--- config.mk ---
export PLATFORM = sky130hd
export DESIGN_NAME = bhl_load_unit
export DESIGN_NICKNAME = d
export VERILOG_FILES = /design/src/hdl/bhl_pkg.sv /design/src/hdl/bhl_load_unit.sv
export VERILOG_INCLUDE_DIRS = /design/src /design/src/hdl
export SDC_FILE = /design/constraint.sdc
export NUM_CORES = 1
export LEC_CHECK = 0
export BUFFER_PORTS_ARGS = -buffer_cell sky130_fd_sc_hd__clkbuf_2
export CORE_ASPECT_RATIO = 1.75
export CORE_MARGIN = 1.5
export CORE_UTILIZATION = 46
export DETAILED_ROUTE_END_ITERATION = 6
export GPL_TIMING_DRIVEN = 0
export PLACE_DENSITY = 0.87
export SYNTH_ARGS = -nofsm -noshare
export SYNTH_HDL_FRONTEND = slang
export SYNTH_SLANG_ARGS = --single-unit
--- constraint.sdc ---
create_clock -name clock -period 3.35 [get_ports clock]
set_clock_uncertainty 0.1 [all_clocks]
set_input_delay 0.5025 -clock clock [delete_from_list [all_inputs] [get_ports clock]]
set_output_delay 0.5025 -clock clock [all_outputs]
set_load 0.02 [all_outputs]
--- src/hdl/bhl_params.svh ---
`ifndef BHL_PARAMS_SVH
`define BHL_PARAMS_SVH

// ---------------------------------------------------------------------
// Instruction fields
// ---------------------------------------------------------------------
`define BHL_F_OPC      31:26
`define BHL_F_TARGET   25:21
`define BHL_F_BASE     20:16
`define BHL_F_INDEX    15:11
`define BHL_F_DISP     15:0
`define BHL_F_XO       10:1
`define BHL_F_RC       0
`define BHL_DISP_SIGN  15
`define BHL_HALF_SIGN  15
`define BHL_F_BYTE     7:0

// ---------------------------------------------------------------------
// Encodings
// ---------------------------------------------------------------------
`define BHL_OPC_BZ     6'h22
`define BHL_OPC_BZU    6'h23
`define BHL_OPC_HA     6'h2a
`define BHL_OPC_HAU    6'h2b
`define BHL_OPC_EXT    6'h1f
`define BHL_XO_BZX     10'h057
`define BHL_XO_BZUX    10'h077
`define BHL_XO_HAX     10'h157
`define BHL_XO_HAUX    10'h177

// ---------------------------------------------------------------------
// Values
// ---------------------------------------------------------------------
`define BHL_ZERO_REG   5'h00
`define BHL_ZERO_WORD  32'h0000_0000
`define BHL_ZERO_HALF  16'h0000
`define BHL_BYTE_PAD   24'h000000

`endif

--- src/hdl/bhl_pkg.sv ---
package bhl_pkg;
    typedef enum logic [2:0] {
        BHL_IDLE  = 3'b000,
        BHL_RDREG = 3'b001,
        BHL_WAIT  = 3'b010,
        BHL_WBACK = 3'b011
    } bhl_state_type;
endpackage

--- src/hdl/bhl_load_unit.sv ---
`timescale 1ns/1ps
`include "bhl_params.svh"

module bhl_load_unit
    import bhl_pkg::*;
(
    input  wire logic        clock,         // Core clock, 40 MHz.
    input  wire logic        rst_n,         // Synchronous reset, active low.
    input  wire logic        issue_valid,   // Decode offers an instruction.
    input  wire logic [31:0] issue_instr,   // Instruction word.
    output logic             busy,          // Unit cannot take an instruction.
    output logic             unknown_op,    // Pulse: offered word is not a load of this unit.
    output logic [4:0]       rf_raddr_a,    // Base register read address.
    output logic [4:0]       rf_raddr_b,    // Index register read address.
    input  wire logic [31:0] rf_rdata_a,    // Base register contents.
    input  wire logic [31:0] rf_rdata_b,    // Index register contents.
    output logic             mem_req,       // Storage read request.
    output logic [31:0]      mem_addr,      // Effective address.
    output logic             mem_half,      // 1 halfword, 0 byte.
    input  wire logic        mem_ack,       // Storage data valid.
    input  wire logic [15:0] mem_rdata,     // Right-justified load data.
    output logic             rf_we_t,       // Target register write pulse.
    output logic [4:0]       rf_waddr_t,    // Target register address.
    output logic [31:0]      rf_wdata_t,    // Target register data.
    output logic             rf_we_b,       // Base register write pulse.
    output logic [4:0]       rf_waddr_b,    // Base register address.
    output logic [31:0]      rf_wdata_b,    // Base register data.
    output logic             done           // Pulse: instruction complete.
);

    // ---------------------------------------------------------------------
    // Decode
    // ---------------------------------------------------------------------
    logic [5:0]    opc;
    logic [9:0]    xo;
    logic          dec_ok;
    logic          dec_idx;
    logic          dec_half;
    logic          dec_upd;

    assign opc = issue_instr[`BHL_F_OPC];
    assign xo  = issue_instr[`BHL_F_XO];

    always_comb begin
        dec_ok   = 1'b1;
        dec_idx  = 1'b0;
        dec_half = 1'b0;
        dec_upd  = 1'b0;
        case (opc)
            `BHL_OPC_BZ: begin
            end
            `BHL_OPC_BZU: begin
                dec_upd = 1'b1;
            end
            `BHL_OPC_HA: begin
                dec_half = 1'b1;
            end
            `BHL_OPC_HAU: begin
                dec_half = 1'b1;
                dec_upd  = 1'b1;
            end
            `BHL_OPC_EXT: begin
                dec_idx = 1'b1;
                case (xo)
                    `BHL_XO_BZX: begin
                    end
                    `BHL_XO_BZUX: begin
                        dec_upd = 1'b1;
                    end
                    `BHL_XO_HAX: begin
                        dec_half = 1'b1;
                    end
                    `BHL_XO_HAUX: begin
                        dec_half = 1'b1;
                        dec_upd  = 1'b1;
                    end
                    default: begin
                        dec_ok = 1'b0;
                    end
                endcase
            end
            default: begin
                dec_ok = 1'b0;
            end
        endcase
    end

    // ---------------------------------------------------------------------
    // Captured instruction
    // ---------------------------------------------------------------------
    bhl_state_type state;
    logic [4:0]    target;
    logic [4:0]    base;
    logic [15:0]   disp;
    logic          is_idx;
    logic          is_half;
    logic          is_upd;
    logic          take;
    logic [31:0]   base_val;
    logic [31:0]   offset;

    assign take = issue_valid && !busy && state == BHL_IDLE;

    always_ff @(posedge clock) begin
        if (!rst_n) begin
            target  <= `BHL_ZERO_REG;
            base    <= `BHL_ZERO_REG;
            disp    <= `BHL_ZERO_HALF;
            is_idx  <= 1'b0;
            is_half <= 1'b0;
            is_upd  <= 1'b0;
        end else if (take && dec_ok) begin
            target  <= issue_instr[`BHL_F_TARGET];
            base    <= issue_instr[`BHL_F_BASE];
            disp    <= issue_instr[`BHL_F_DISP];
            is_idx  <= dec_idx;
            is_half <= dec_half;
            // The record bit of indexed forms is ignored; condition field zero is not written.
            is_upd  <= dec_upd;
        end
    end

    // ---------------------------------------------------------------------
    // Effective address
    // ---------------------------------------------------------------------
    assign base_val = (base == `BHL_ZERO_REG) ? `BHL_ZERO_WORD : rf_rdata_a;
    assign offset   = is_idx ? rf_rdata_b
                             : {{16{disp[`BHL_DISP_SIGN]}}, disp};

    // ---------------------------------------------------------------------
    // Sequencer
    // ---------------------------------------------------------------------
    always_ff @(posedge clock) begin
        if (!rst_n) begin
            state      <= BHL_IDLE;
            busy       <= 1'b0;
            unknown_op <= 1'b0;
            rf_raddr_a <= `BHL_ZERO_REG;
            rf_raddr_b <= `BHL_ZERO_REG;
            mem_req    <= 1'b0;
            mem_addr   <= `BHL_ZERO_WORD;
            mem_half   <= 1'b0;
            done       <= 1'b0;
        end else begin
            unknown_op <= 1'b0;
            done       <= 1'b0;
            case (state)
                BHL_IDLE: begin
                    if (take && dec_ok) begin
                        rf_raddr_a <= issue_instr[`BHL_F_BASE];
                        rf_raddr_b <= issue_instr[`BHL_F_INDEX];
                        busy       <= 1'b1;
                        state      <= BHL_RDREG;
                    end else if (take) begin
                        unknown_op <= 1'b1;
                    end
                end
                BHL_RDREG: begin
                    // Invalid update encodings take the same path and never hold the pipe.
                    mem_addr <= base_val + offset;
                    mem_half <= is_half;
                    mem_req  <= 1'b1;
                    state    <= BHL_WAIT;
                end
                BHL_WAIT: begin
                    if (mem_ack) begin
                        mem_req <= 1'b0;
                        done    <= 1'b1;
                        state   <= BHL_WBACK;
                    end
                end
                BHL_WBACK: begin
                    busy  <= 1'b0;
                    state <= BHL_IDLE;
                end
                default: begin
                    busy    <= 1'b0;
                    mem_req <= 1'b0;
                    state   <= BHL_IDLE;
                end
            endcase
        end
    end

    // ---------------------------------------------------------------------
    // Register write-back
    // ---------------------------------------------------------------------
    always_ff @(posedge clock) begin
        if (!rst_n) begin
            rf_we_t    <= 1'b0;
            rf_waddr_t <= `BHL_ZERO_REG;
            rf_wdata_t <= `BHL_ZERO_WORD;
            rf_we_b    <= 1'b0;
            rf_waddr_b <= `BHL_ZERO_REG;
            rf_wdata_b <= `BHL_ZERO_WORD;
        end else begin
            rf_we_t <= 1'b0;
            rf_we_b <= 1'b0;
            if (state == BHL_WAIT && mem_ack) begin
                rf_we_t    <= 1'b1;
                rf_waddr_t <= target;
                if (is_half) begin
                    rf_wdata_t <= {{16{mem_rdata[`BHL_HALF_SIGN]}}, mem_rdata};
                end else begin
                    rf_wdata_t <= {`BHL_BYTE_PAD, mem_rdata[`BHL_F_BYTE]};
                end
                // With base equal to target in an update form both ports fire; the result is left to the file.
                rf_we_b    <= is_upd;
                rf_waddr_b <= base;
                rf_wdata_b <= mem_addr;
            end
        end
    end
endmodule

==> impl_metrics.py, run 1 <==
metrics = {
    "final_layout": {
        "diodes": 0,
        "syn2layout_area_growth_pct": 35.5,
        "fin_util_pct": 63.6,
        "final_cells": 1398,
        "fillers": 1309,
        "layout-drive-gt1-share_pct": 33.3,
        "num-nets-final": 1351,
    },
    "power_and_ir_drop": {
        "p_total_mw": 3.78,
        "ir_drop_uv": 297,
        "power.density_mw_per_mm2": 388,
        "leakage_nw": 4.39,
    },
    "min_path": {
        "holdCritStartpoint": "mem_rdata[4]",
        "hold_path.class": "primary input to register",
        "hold_depth": 3,
        "hold_end": "rf_wdata_t[4]$_SDFFE_PN0P_",
    },
    "clock_network": {
        "clock_latency_ns": 0.42,
        "htreeDepth": 4,
        "clk_pin_slew_ns": 0.07,
        "cts_made_buffers": 17,
        "root_buffer": "clkbuf_16",
        "cts_buffer_depth": 2,
        "cts_tree": "done",
        "cts.sinks": 138,
    },
    "die": {
        "die_h_um": 168,
        "dieArea_mm2": 0.0164,
        "io_pins": 239,
        "rows": 60,
        "fp.dieW_um": 97.5,
        "core-area_mm2": 0.0153,
        "start_util_pct": 46.9,
    },
    "yosys": {
        "postSynthAreaPerCell_um2": 7.79,
        "syn-cell-area_mm2": 0.00719,
        "synth.distinct_cells": 63,
        "syn_inst": 923,
        "yosys-top-cells-area": "dfxtp_1 (38%), nand2_1 (13%), a21oi_1 (8.7%), ha_1 (6.1%), nor2b_1 (3.0%)",
        "yosysSeqAreaShare_pct": 38.4,
        "synth-seq-cells": 138,
        "async_flop_share_pct": 0,
        "synth_ff_type": "dfxtp_1",
        "synth_edf_count": 0,
        "yosys_warnings": 0,
        "synth_top_area_share_pct": 38.4,
        "syn-num-nets": 1075,
        "synth.largest_area_cell": "dfxtp_1",
    },
    "global_routing": {
        "grt_max_degree": 19,
        "antenna_found_initial": 0,
        "grt_overflow_total": 0,
        "track_usage_pct": 28.7,
        "grt_first_pass_wirelength_mm": 37.1,
        "grt_pass1_vias": 7372,
    },
    "sta": {
        "layout_setup_ws_ns": -0.125,
        "max_slew_margin_pct": 49.4,
        "fin_crit_ns": 3.48,
        "max_freq_mhz": 288,
        "hold_violations": 0,
        "finalMaxSlewViolations": 0,
        "fin_crit_sh_pct": 104,
        "finalSetupViolations": 9,
        "tns_ns": -0.520,
        "worst_pin_slew_ns": 0.754,
        "rsz0062_at_grt": "yes",
    },
    "setup_path": {
        "critical_path_class": "register to register",
        "r2r_setup_slack_ns": -0.13,
        "r2r.worst_path.cells": 14,
        "end_kind": "register",
        "worstPathMaxFanout": 6,
        "r2r_end": "mem_addr[30]$_SDFFE_PN0P_",
        "required_ns": 3.57,
        "cp-start-kind": "register",
        "crit_chain": "or4_4 > nor2_4 > buf_8 > buf_4 > nor2b_1 > ha_1 > a21o_1 > a31oi_1 > a21boi_1 > nor3_1 > o21a_1 > a211oi_2 > nor4_1 > a211o_1",
        "max_stage_delay_ns": 0.56,
        "slowest_stage": "or4_4",
        "arrival_ns": 3.69,
        "regToRegStartpoint": "base[4]$_SDFFE_PN0P_",
    },
    "detailed_routing": {
        "dr.pass1.iters": 5,
        "wire_per_inst_um": 17.6,
        "vias": 7709,
        "drtIter0Drc": 410,
        "drc": 0,
        "viasPerCell": 5.51,
        "drt_wl_total_mm": 24.6,
        "postRouteAntennaNets": 0,
    },
    "run_status": {
        "status": "finished with violations",
        "violations": "setup timing",
    },
    "placed_design": {
        "place_hpwl_mm": 18.4,
        "portBuffers": 238,
        "pre_cts_slack_ns": -0.625,
        "place.gp.congestion": 0.955,
        "dp_cells": 1347,
    },
    "run": {
        "cap_violations": 0,
    },
}
==> cells in the mapped netlist (2+ instances only) <==
cell type,number
a211o_1,3
nor3_1,7
clkbuf_1,47
and3_1,2
o21a_1,7
dfxtp_1,138
xor2_1,13
nand4b_1,2
and2_1,2
o21ai_0,30
a21boi_0,3
o211ai_1,5
nor2_1,55
nand3_1,12
xnor2_1,13
ha_1,35
buf_2,4
o21ai_1,4
o21bai_1,4
inv_1,10
o31ai_1,2
nor2b_1,34
buf_1,5
a21o_1,21
a211oi_1,4
nand2_1,244
a21oi_1,125
buf_4,16
mux2i_1,14
nand4_1,5
and4_1,3
a31oi_1,7
or2_2,2
nor4_1,2
a211oi_2,2
mux2_2,14
==> through the flow <==
step,cell area [um2],hold slack (ns)
6_report,9740,0.195
5_1_grt,9740,0.199
4_1_cts,9490,0.193
3_5_place_dp,8620,0.344
3_3_place_gp,8620,0.337
2_1_floorplan,7190,0.331
==> how the worst max path moves through the flow <==
stage | start | end | slack (ns) | cells after the start
2_1_floorplan | base[1]$_SDFFE_PN0P_ | mem_addr[31]$_SDFFE_PN0P_ | -0.02 | 13
3_3_place_gp | is_idx$_SDFFE_PN0P_ | mem_addr[30]$_SDFFE_PN0P_ | -0.59 | 14
3_5_place_dp | is_idx$_SDFFE_PN0P_ | mem_addr[30]$_SDFFE_PN0P_ | -0.62 | 14
4_1_cts | base[4]$_SDFFE_PN0P_ | mem_addr[30]$_SDFFE_PN0P_ | -0.05 | 15
5_1_grt | is_idx$_SDFFE_PN0P_ | mem_addr[31]$_SDFFE_PN0P_ | -0.23 | 12
6_report | base[4]$_SDFFE_PN0P_ | mem_addr[30]$_SDFFE_PN0P_ | -0.13 | 14
==> report_power, final <==
part	internal, mW	total, mW	switching, mW
logic	0.119	0.269	0.150
registers	1.65	1.65	0.00482
clock network	1.05	1.85	0.803
==> layout make-up <==
cell class,instances,area [um2],share of cell area [%]
flip-flops and latches,138,2770,28.4
inverters,11,41.3,0.424
clock buffers,17,425,4.37
well taps,186,233,2.39
repair buffers,266,1400,14.4
plain buffers,63,347,3.56
clock inverters,15,153,1.57
multi-input cells,702,4370,44.9
==> registers in the layout, summed over array words and instances (netlist names) <==
name / cells
mem_addr: 32
rf_wdata_b: 32
disp: 16
rf_wdata_t: 16
base: 5
rf_raddr_a: 5
rf_raddr_b: 5
rf_waddr_b: 5
rf_waddr_t: 5
target: 5
state: 2
busy: 1
done: 1
is_half: 1
is_idx: 1
is_upd: 1
mem_half: 1
mem_req: 1
rf_we_b: 1
rf_we_t: 1
unknown_op: 1
==> cells by family (layout without fill, tap and decap cells) <==
logic type,Yosys count,after routing,synth area share [%]
DFF,138,138,38.4
and+or+nand+nor,377,377,22.4
xor gates and xnor gates,26,26,3.17
muxes,28,28,4.14
adders and majority gates,36,36,6.37
AOI/OAI and AO/OA,235,235,20.3
buffers and inverters,83,372,5.24
==> placed cells by master, fill, tap and decap left out, drive strengths merged, types with 2 or more instances in the layout <==
cell        n
and2        2
o21bai      5
nor3        7
inv        21
nand4       5
buf        55
xor2       13
nor4        2
o21ai      35
o31ai       3
clkbuf    291
o21a        8
xnor2      13
a21o       21
mux2i      14
a31oi       7
mux2       14
nand2     244
dfxtp     138
nand3      12
a21boi      4
nor2b      34
and3        2
nor2       55
a31o        2
or2         2
a21oi     125
a211oi      6
nand4b      2
ha         35
a211o       3
and4        3
clkinvlp    3
o211ai      5
==> critical path: cells and delay by family (launching register included) <==
| family | cells | cell delay, ns |
|---|---|---|
| adder cells (fa/ha/maj) | 1 | 0.38 |
| flip-flops | 1 | 0.33 |
| buffers and inverters | 2 | 0.27 |
| AND/OR/NAND/NOR | 5 | 0.98 |
| AO/OA/AOI/OAI | 6 | 1.31 |
==> repair_timing <==
| item | in CTS | in global routing |
|---|---|---|
| hold buffers | 0 | 0 |
| pin swaps | 25 | 22 |
| gates cloned | 1 | 0 |
| gates resized for setup | 48 | 49 |
| setup buffers | 19 | 9 |
| endpoints found under the setup margin | 25 | 21 |
| hold endpoints to repair | 0 | 0 |
==> metal layers <==
metal	GRT usage [%]	part of all wire [%]	up-vias
met2	54.0	53	388
met1	27.8	34	3522
met3	4.61	6.0	110
met5	0	0	-
met4	20.4	7.1	0
li1	-	-	3689
(Power assumes the default switching activity.)
==> run 2, diff against run 1 <==
--- a/config.mk
+++ b/config.mk
@@ -8,10 +8,12 @@
 export LEC_CHECK = 0
 export BUFFER_PORTS_ARGS = -buffer_cell sky130_fd_sc_hd__clkbuf_2
 export CORE_ASPECT_RATIO = 1.75
-export CORE_MARGIN = 1.5
+export CORE_MARGIN = 2
 export CORE_UTILIZATION = 46
+export CTS_CLUSTER_DIAMETER = 150
 export DETAILED_ROUTE_END_ITERATION = 6
 export GPL_TIMING_DRIVEN = 0
+export MAX_ROUTING_LAYER = met4
 export PLACE_DENSITY = 0.87
 export SYNTH_ARGS = -nofsm -noshare
 export SYNTH_HDL_FRONTEND = slang
==> impl_metrics.py, run 2 (synthesis gave the netlist of run 1 again) <==
metrics = {
    "run": {
        "cap_violations": 0,
    },
    "global_routing": {
        "grt_max_degree": 19,
        "antenna_found_initial": 0,
        "grt_first_pass_wirelength_mm": 38.4,
        "grt_overflow_total": 0,
        "grt_pass1_vias": 7672,
        "track_usage_pct": 30.0,
    },
    "power_and_ir_drop": {
        "ir_drop_uv": 261,
        "p_total_mw": 3.98,
        "power.density_mw_per_mm2": 402,
        "leakage_nw": 4.44,
    },
    "die": {
        "dieArea_mm2": 0.0167,
        "fp.dieW_um": 98.5,
        "core-area_mm2": 0.0153,
        "die_h_um": 169,
        "io_pins": 239,
        "start_util_pct": 46.9,
        "rows": 60,
    },
    "final_layout": {
        "diodes": 0,
        "fillers": 1263,
        "regArea_mm2": 0.00277,
        "layout_commonest_cell": "nand2_1",
        "final_cell_mix": "nand2_1 (243), clkbuf_2 (240), dfxtp_1 (135)",
        "num-nets-final": 1353,
        "layout-drive-gt1-share_pct": 34.2,
        "design_area_mm2": 0.00989,
        "syn2layout_area_growth_pct": 37.5,
        "multi_input_area_mm2": 0.00442,
        "top_regs": "mem_addr (32), rf_wdata_b (32)",
    },
    "setup_path": {
        "critical_path_class": "register to register",
        "cp.buffers_inverters": 1,
        "cp-start-kind": "register",
        "worstPathMaxFanout": 6,
        "r2r.worst_path.cells": 13,
        "crit_chain": "or4_4 > nor2_4 > buf_8 > nor2b_1 > ha_2 > a211oi_4 > o21bai_4 > a2111oi_4 > o21ai_2 > o21a_1 > a211oi_2 > nor4_2 > a211o_1",
        "arrival_ns": 3.83,
        "max_stage_delay_ns": 0.58,
        "required_ns": 3.55,
        "end_kind": "register",
        "r2r_setup_slack_ns": -0.27,
        "slowest_stage": "or4_4",
        "cp.depth": 13,
        "critPathTopFamily": "compound AO/OA/AOI/OAI gates",
    },
    "sta": {
        "layout_setup_ws_ns": -0.274,
        "fin_crit_sh_pct": 108,
        "finalMaxSlewViolations": 0,
        "max_slew_margin_pct": 43.3,
        "hold_violations": 0,
        "rsz0062_at_grt": "yes",
        "max_freq_mhz": 276,
        "fin_crit_ns": 3.62,
        "finalSetupViolations": 16,
        "worst_pin_slew_ns": 0.843,
    },
    "detailed_routing": {
        "drtIter0Drc": 575,
        "vias": 8060,
        "postRouteAntennaNets": 0,
        "drc": 0,
        "viasPerCell": 5.76,
        "dr.pass1.iters": 6,
        "drt_wl_total_mm": 27.1,
        "wire_per_inst_um": 19.3,
    },
    "min_path": {
        "hold_path.class": "primary input to register",
        "hold_depth": 3,
    },
    "placed_design": {
        "place.gp.congestion": 0.937,
        "place_area_mm2": 0.00862,
        "pre_cts_slack_ns": -0.723,
        "place_hpwl_mm": 18.6,
        "portBuffers": 238,
    },
    "clock_network": {
        "cts_buffer_depth": 2,
        "htreeDepth": 4,
        "cts_hold_buf": 0,
        "clk_pin_slew_ns": 0.07,
        "root_buffer": "clkbuf_16",
        "cts_made_buffers": 17,
        "cts_tree": "done",
        "cts.sinks": 138,
        "clock_latency_ns": 0.42,
    },
    "run_status": {
        "status": "finished with violations",
        "violations": "setup timing",
    },
}
## run 2: stage by stage
stage                     std cells  hold slack (ns)  utilization [%]  TNS, ns
after floorplan                 923            0.331                -  -0.0168
after CTS                      1389            0.189             61.9   -0.617
final                          1400            0.193             64.6    -1.21
after global routing           1400            0.203             64.6    -2.14
after detailed placement       1347            0.344             56.3   -10.15
after global placement         1347            0.337             56.3    -7.98
## run 2: worst register-to-register path: stages (launching register included)
cell and delay, ns:
dfxtp_2 0.34, or4_4 0.58, nor2_4 0.26, buf_8 0.19
nor2b_1 0.06, ha_2 0.22, a211oi_4 0.26, o21bai_4 0.13
a2111oi_4 0.37, o21ai_2 0.12, o21a_1 0.24, a211oi_2 0.29
nor4_2 0.10, a211o_1 0.24
## run 2: path summary, 6_finish.rpt
| path | end | start |
|---|---|---|
| hold reg to reg | rf_wdata_t[9]$_SDFFE_PN0P_ | rf_wdata_t[9]$_SDFFE_PN0P_ |
| setup / recovery | mem_addr[30]$_SDFFE_PN0P_ | base[4]$_SDFFE_PN0P_ |
| hold / removal | rf_wdata_t[2]$_SDFFE_PN0P_ | mem_rdata[2] |
| setup reg to reg | mem_addr[30]$_SDFFE_PN0P_ | base[4]$_SDFFE_PN0P_ |
## run 2: final cells by class
| class | count | area share, % |
|---|---|---|
| clock buffer | 17 | 4.30 |
| inverter | 11 | 0.443 |
| clock inverter | 15 | 2.05 |
| sequential | 138 | 28.0 |
| multi-input combinational | 702 | 44.7 |
| buffer | 64 | 3.49 |
| tap | 186 | 2.35 |
| timing repair buffer | 267 | 14.6 |
## run 2: report_power, final
| group | leakage, nW | total (mW) | switching [mW] | internal (mW) |
|---|---|---|---|---|
| sequential | 1.11 | 1.65 | 0.00538 | 1.65 |
| combinational | 3.03 | 0.276 | 0.157 | 0.119 |
| clock | 0.303 | 2.05 | 0.841 | 1.21 |
## run 2: what timing repair did
item | CTS | global route
cloned | 1 | 0
buffers inserted | 15 | 13
gates resized for setup | 43 | 74
setup endpoints to repair | 25 | 22
pin swaps | 19 | 27
## run 2: layer usage
layer | vias to the layer above | routed length (um) | track usage (%)
li1 | 3679 | - | -
met2 | 504 | 14200 | 55.6
met1 | 3715 | 8830 | 27.1
met4 | 0 | 2030 | 21.0
met3 | 162 | 2040 | 5.23
met5 | - | 0 | -
==> run 3, diff against run 2 <==
--- a/config.mk
+++ b/config.mk
@@ -9,12 +9,13 @@
 export BUFFER_PORTS_ARGS = -buffer_cell sky130_fd_sc_hd__clkbuf_2
 export CORE_ASPECT_RATIO = 1.75
 export CORE_MARGIN = 2
-export CORE_UTILIZATION = 46
+export CORE_UTILIZATION = 53
+export CTS_BUF_LIST = sky130_fd_sc_hd__clkbuf_8
 export CTS_CLUSTER_DIAMETER = 150
 export DETAILED_ROUTE_END_ITERATION = 6
 export GPL_TIMING_DRIVEN = 0
 export MAX_ROUTING_LAYER = met4
-export PLACE_DENSITY = 0.87
+export PLACE_DENSITY = 0.93
 export SYNTH_ARGS = -nofsm -noshare
 export SYNTH_HDL_FRONTEND = slang
 export SYNTH_SLANG_ARGS = --single-unit
==> constraint.sdc (replaced) <==
create_clock -name clock -period 3.38 [get_ports clock]
set_clock_uncertainty 0.1 [all_clocks]
set_input_delay 0.507 -clock clock [delete_from_list [all_inputs] [get_ports clock]]
set_output_delay 0.507 -clock clock [all_outputs]
set_load 0.02 [all_outputs]
==> impl_metrics.py, run 3 (synthesis gave the netlist of run 1 again) <==
metrics = {
    "sta": {
        "fin_crit_sh_pct": 105,
        "max_slew_margin_pct": 50.4,
        "worst_pin_slew_ns": 0.737,
        "layout_setup_ws_ns": -0.157,
        "finalSetupViolations": 8,
        "fin_crit_ns": 3.54,
        "tns_ns": -0.596,
        "hold_violations": 0,
        "rsz0062_at_grt": "yes",
        "hold_ws_ns": 0.169,
        "max_freq_mhz": 283,
        "finalMaxSlewViolations": 0,
    },
    "placed_design": {
        "pre_cts_slack_ns": -0.675,
        "dp_cells": 1335,
        "portBuffers": 238,
        "place_hpwl_mm": 18.4,
        "place.gp.congestion": 0.933,
    },
    "clock_network": {
        "cts_buffer_depth": 2,
        "root_buffer": "clkbuf_8",
        "clock_latency_ns": 0.45,
        "htreeDepth": 4,
        "cts.sinks": 138,
        "cts_made_buffers": 17,
        "clk_pin_slew_ns": 0.09,
        "cts_tree": "done",
    },
    "setup_path": {
        "cp.buffers_inverters": 1,
        "critPathTopFamily": "compound AO/OA/AOI/OAI gates",
        "cp-endpoint": "mem_addr[30]$_SDFFE_PN0P_",
        "r2r_end": "mem_addr[30]$_SDFFE_PN0P_",
        "crit_start": "base[2]$_SDFFE_PN0P_",
        "r2r_setup_slack_ns": -0.16,
        "slowest_stage": "or4_4",
        "cp-start-kind": "register",
        "arrival_ns": 3.78,
        "required_ns": 3.62,
        "cp.depth": 13,
        "r2r.worst_path.cells": 13,
        "max_stage_delay_ns": 0.57,
        "critical_path_class": "register to register",
        "end_kind": "register",
        "regToRegStartpoint": "base[2]$_SDFFE_PN0P_",
        "crit_chain": "or4_4 > nor2_4 > buf_8 > nor2b_1 > ha_1 > nor2b_4 > o2111a_2 > a2111oi_4 > o21ai_2 > o21a_1 > a211oi_2 > nor4_1 > a211o_1",
        "worstPathMaxFanout": 5,
    },
    "power_and_ir_drop": {
        "power.density_mw_per_mm2": 341,
        "leakage_nw": 4.31,
        "ir_drop_uv": 307,
    },
    "global_routing": {
        "antenna_found_initial": 0,
        "grt_overflow_total": 0,
        "grt_max_degree": 19,
        "grt_pass1_vias": 7543,
        "grt_first_pass_wirelength_mm": 37.2,
        "track_usage_pct": 33.8,
    },
    "detailed_routing": {
        "drtIter0Drc": 489,
        "viasPerCell": 5.73,
        "wire_per_inst_um": 18.1,
        "postRouteAntennaNets": 0,
        "drt_wl_total_mm": 25.1,
        "dr.pass1.iters": 5,
        "drc": 0,
        "vias": 7946,
    },
    "run": {
        "cap_violations": 0,
    },
    "final_layout": {
        "fillers": 1019,
        "layout-drive-gt1-share_pct": 34.5,
        "diodes": 0,
        "num-nets-final": 1352,
        "fin_util_pct": 72.1,
        "layout_commonest_cell": "nand2_1",
        "final_cell_mix": "nand2_1 (242), clkbuf_2 (240), dfxtp_1 (135)",
        "syn2layout_area_growth_pct": 33.5,
        "top_regs": "mem_addr (32), rf_wdata_b (32)",
        "final_cells": 1387,
    },
    "min_path": {
        "hold_path.class": "primary input to register",
    },
    "die": {
        "start_util_pct": 54.0,
        "dieArea_mm2": 0.0145,
        "io_pins": 239,
        "die_h_um": 158,
        "rows": 56,
        "core-area_mm2": 0.0133,
        "fp.dieW_um": 92.0,
    },
    "run_status": {
        "status": "finished with violations",
        "violations": "setup timing",
    },
}
-- run 3: timing repair --
action,in CTS,in global routing
buffers inserted,21,10
resized for setup,61,52
hold endpoints to repair,0,0
cloned,1,0
hold buffers,0,0
pin swaps,30,37
setup endpoints to repair,27,20
-- run 3: cell type report --
class	count	area [um2]	share of cell area, %
sequential	138	2770	28.8
tap	174	218	2.27
multi-input combinational	702	4410	46.0
buffer	61	333	3.47
timing repair buffer	269	1440	15.0
clock inverter	14	146	1.53
clock buffer	18	248	2.58
inverter	11	41.3	0.430
-- run 3: how the worst min path moves through the flow --
| stage | endpoint | cells past startpoint | slack, ns | startpoint |
|---|---|---|---|---|
| floorplan | rf_we_b$_SDFF_PN0_ | 1 | 0.33 | is_upd$_SDFFE_PN0P_ |
| global placement | rf_waddr_t[3]$_SDFFE_PN0P_ | 2 | 0.34 | target[3]$_SDFFE_PN0P_ |
| detailed placement | rf_waddr_t[3]$_SDFFE_PN0P_ | 2 | 0.35 | target[3]$_SDFFE_PN0P_ |
| CTS | rf_wdata_t[7]$_SDFFE_PN0P_ | 3 | 0.16 | mem_rdata[7] |
| global route | rf_wdata_t[3]$_SDFFE_PN0P_ | 3 | 0.18 | mem_rdata[3] |
| finish | rf_wdata_t[7]$_SDFFE_PN0P_ | 3 | 0.17 | mem_rdata[7] |
-- run 3: stage by stage --
| stage | cell area, um2 | total power [mW] |
|---|---|---|
| finish | 9600 | 3.27 |
| global placement | 8600 | 1.90 |
| detailed placement | 8600 | 1.90 |
| global route | 9600 | 3.36 |
| CTS | 9330 | 3.24 |
| floorplan | 7190 | 1.78 |
-- run 3: where the power goes --
part | switching [mW] | total (mW) | internal (mW)
logic | 0.154 | 0.275 | 0.121
registers | 0.00479 | 1.64 | 1.63
clock network | 0.734 | 1.36 | 0.629
total | 0.893 | 3.27 | 2.38
-- run 3: layer usage --
| layer | GRT usage [%] | part of all wire [%] | vias to the layer above |
|---|---|---|---|
| li1 | - | - | 3683 |
| met1 | 30.9 | 32 | 3671 |
| met2 | 63.1 | 54 | 462 |
| met3 | 5.62 | 6.7 | 130 |
| met4 | 23.2 | 7.4 | 0 |
| met5 | - | 0 | - |
-- run 3: tightest hold or removal path, stage by stage --
cell      delay [ns]
clkbuf_2        0.08
nand2_1         0.04
a21oi_1         0.05
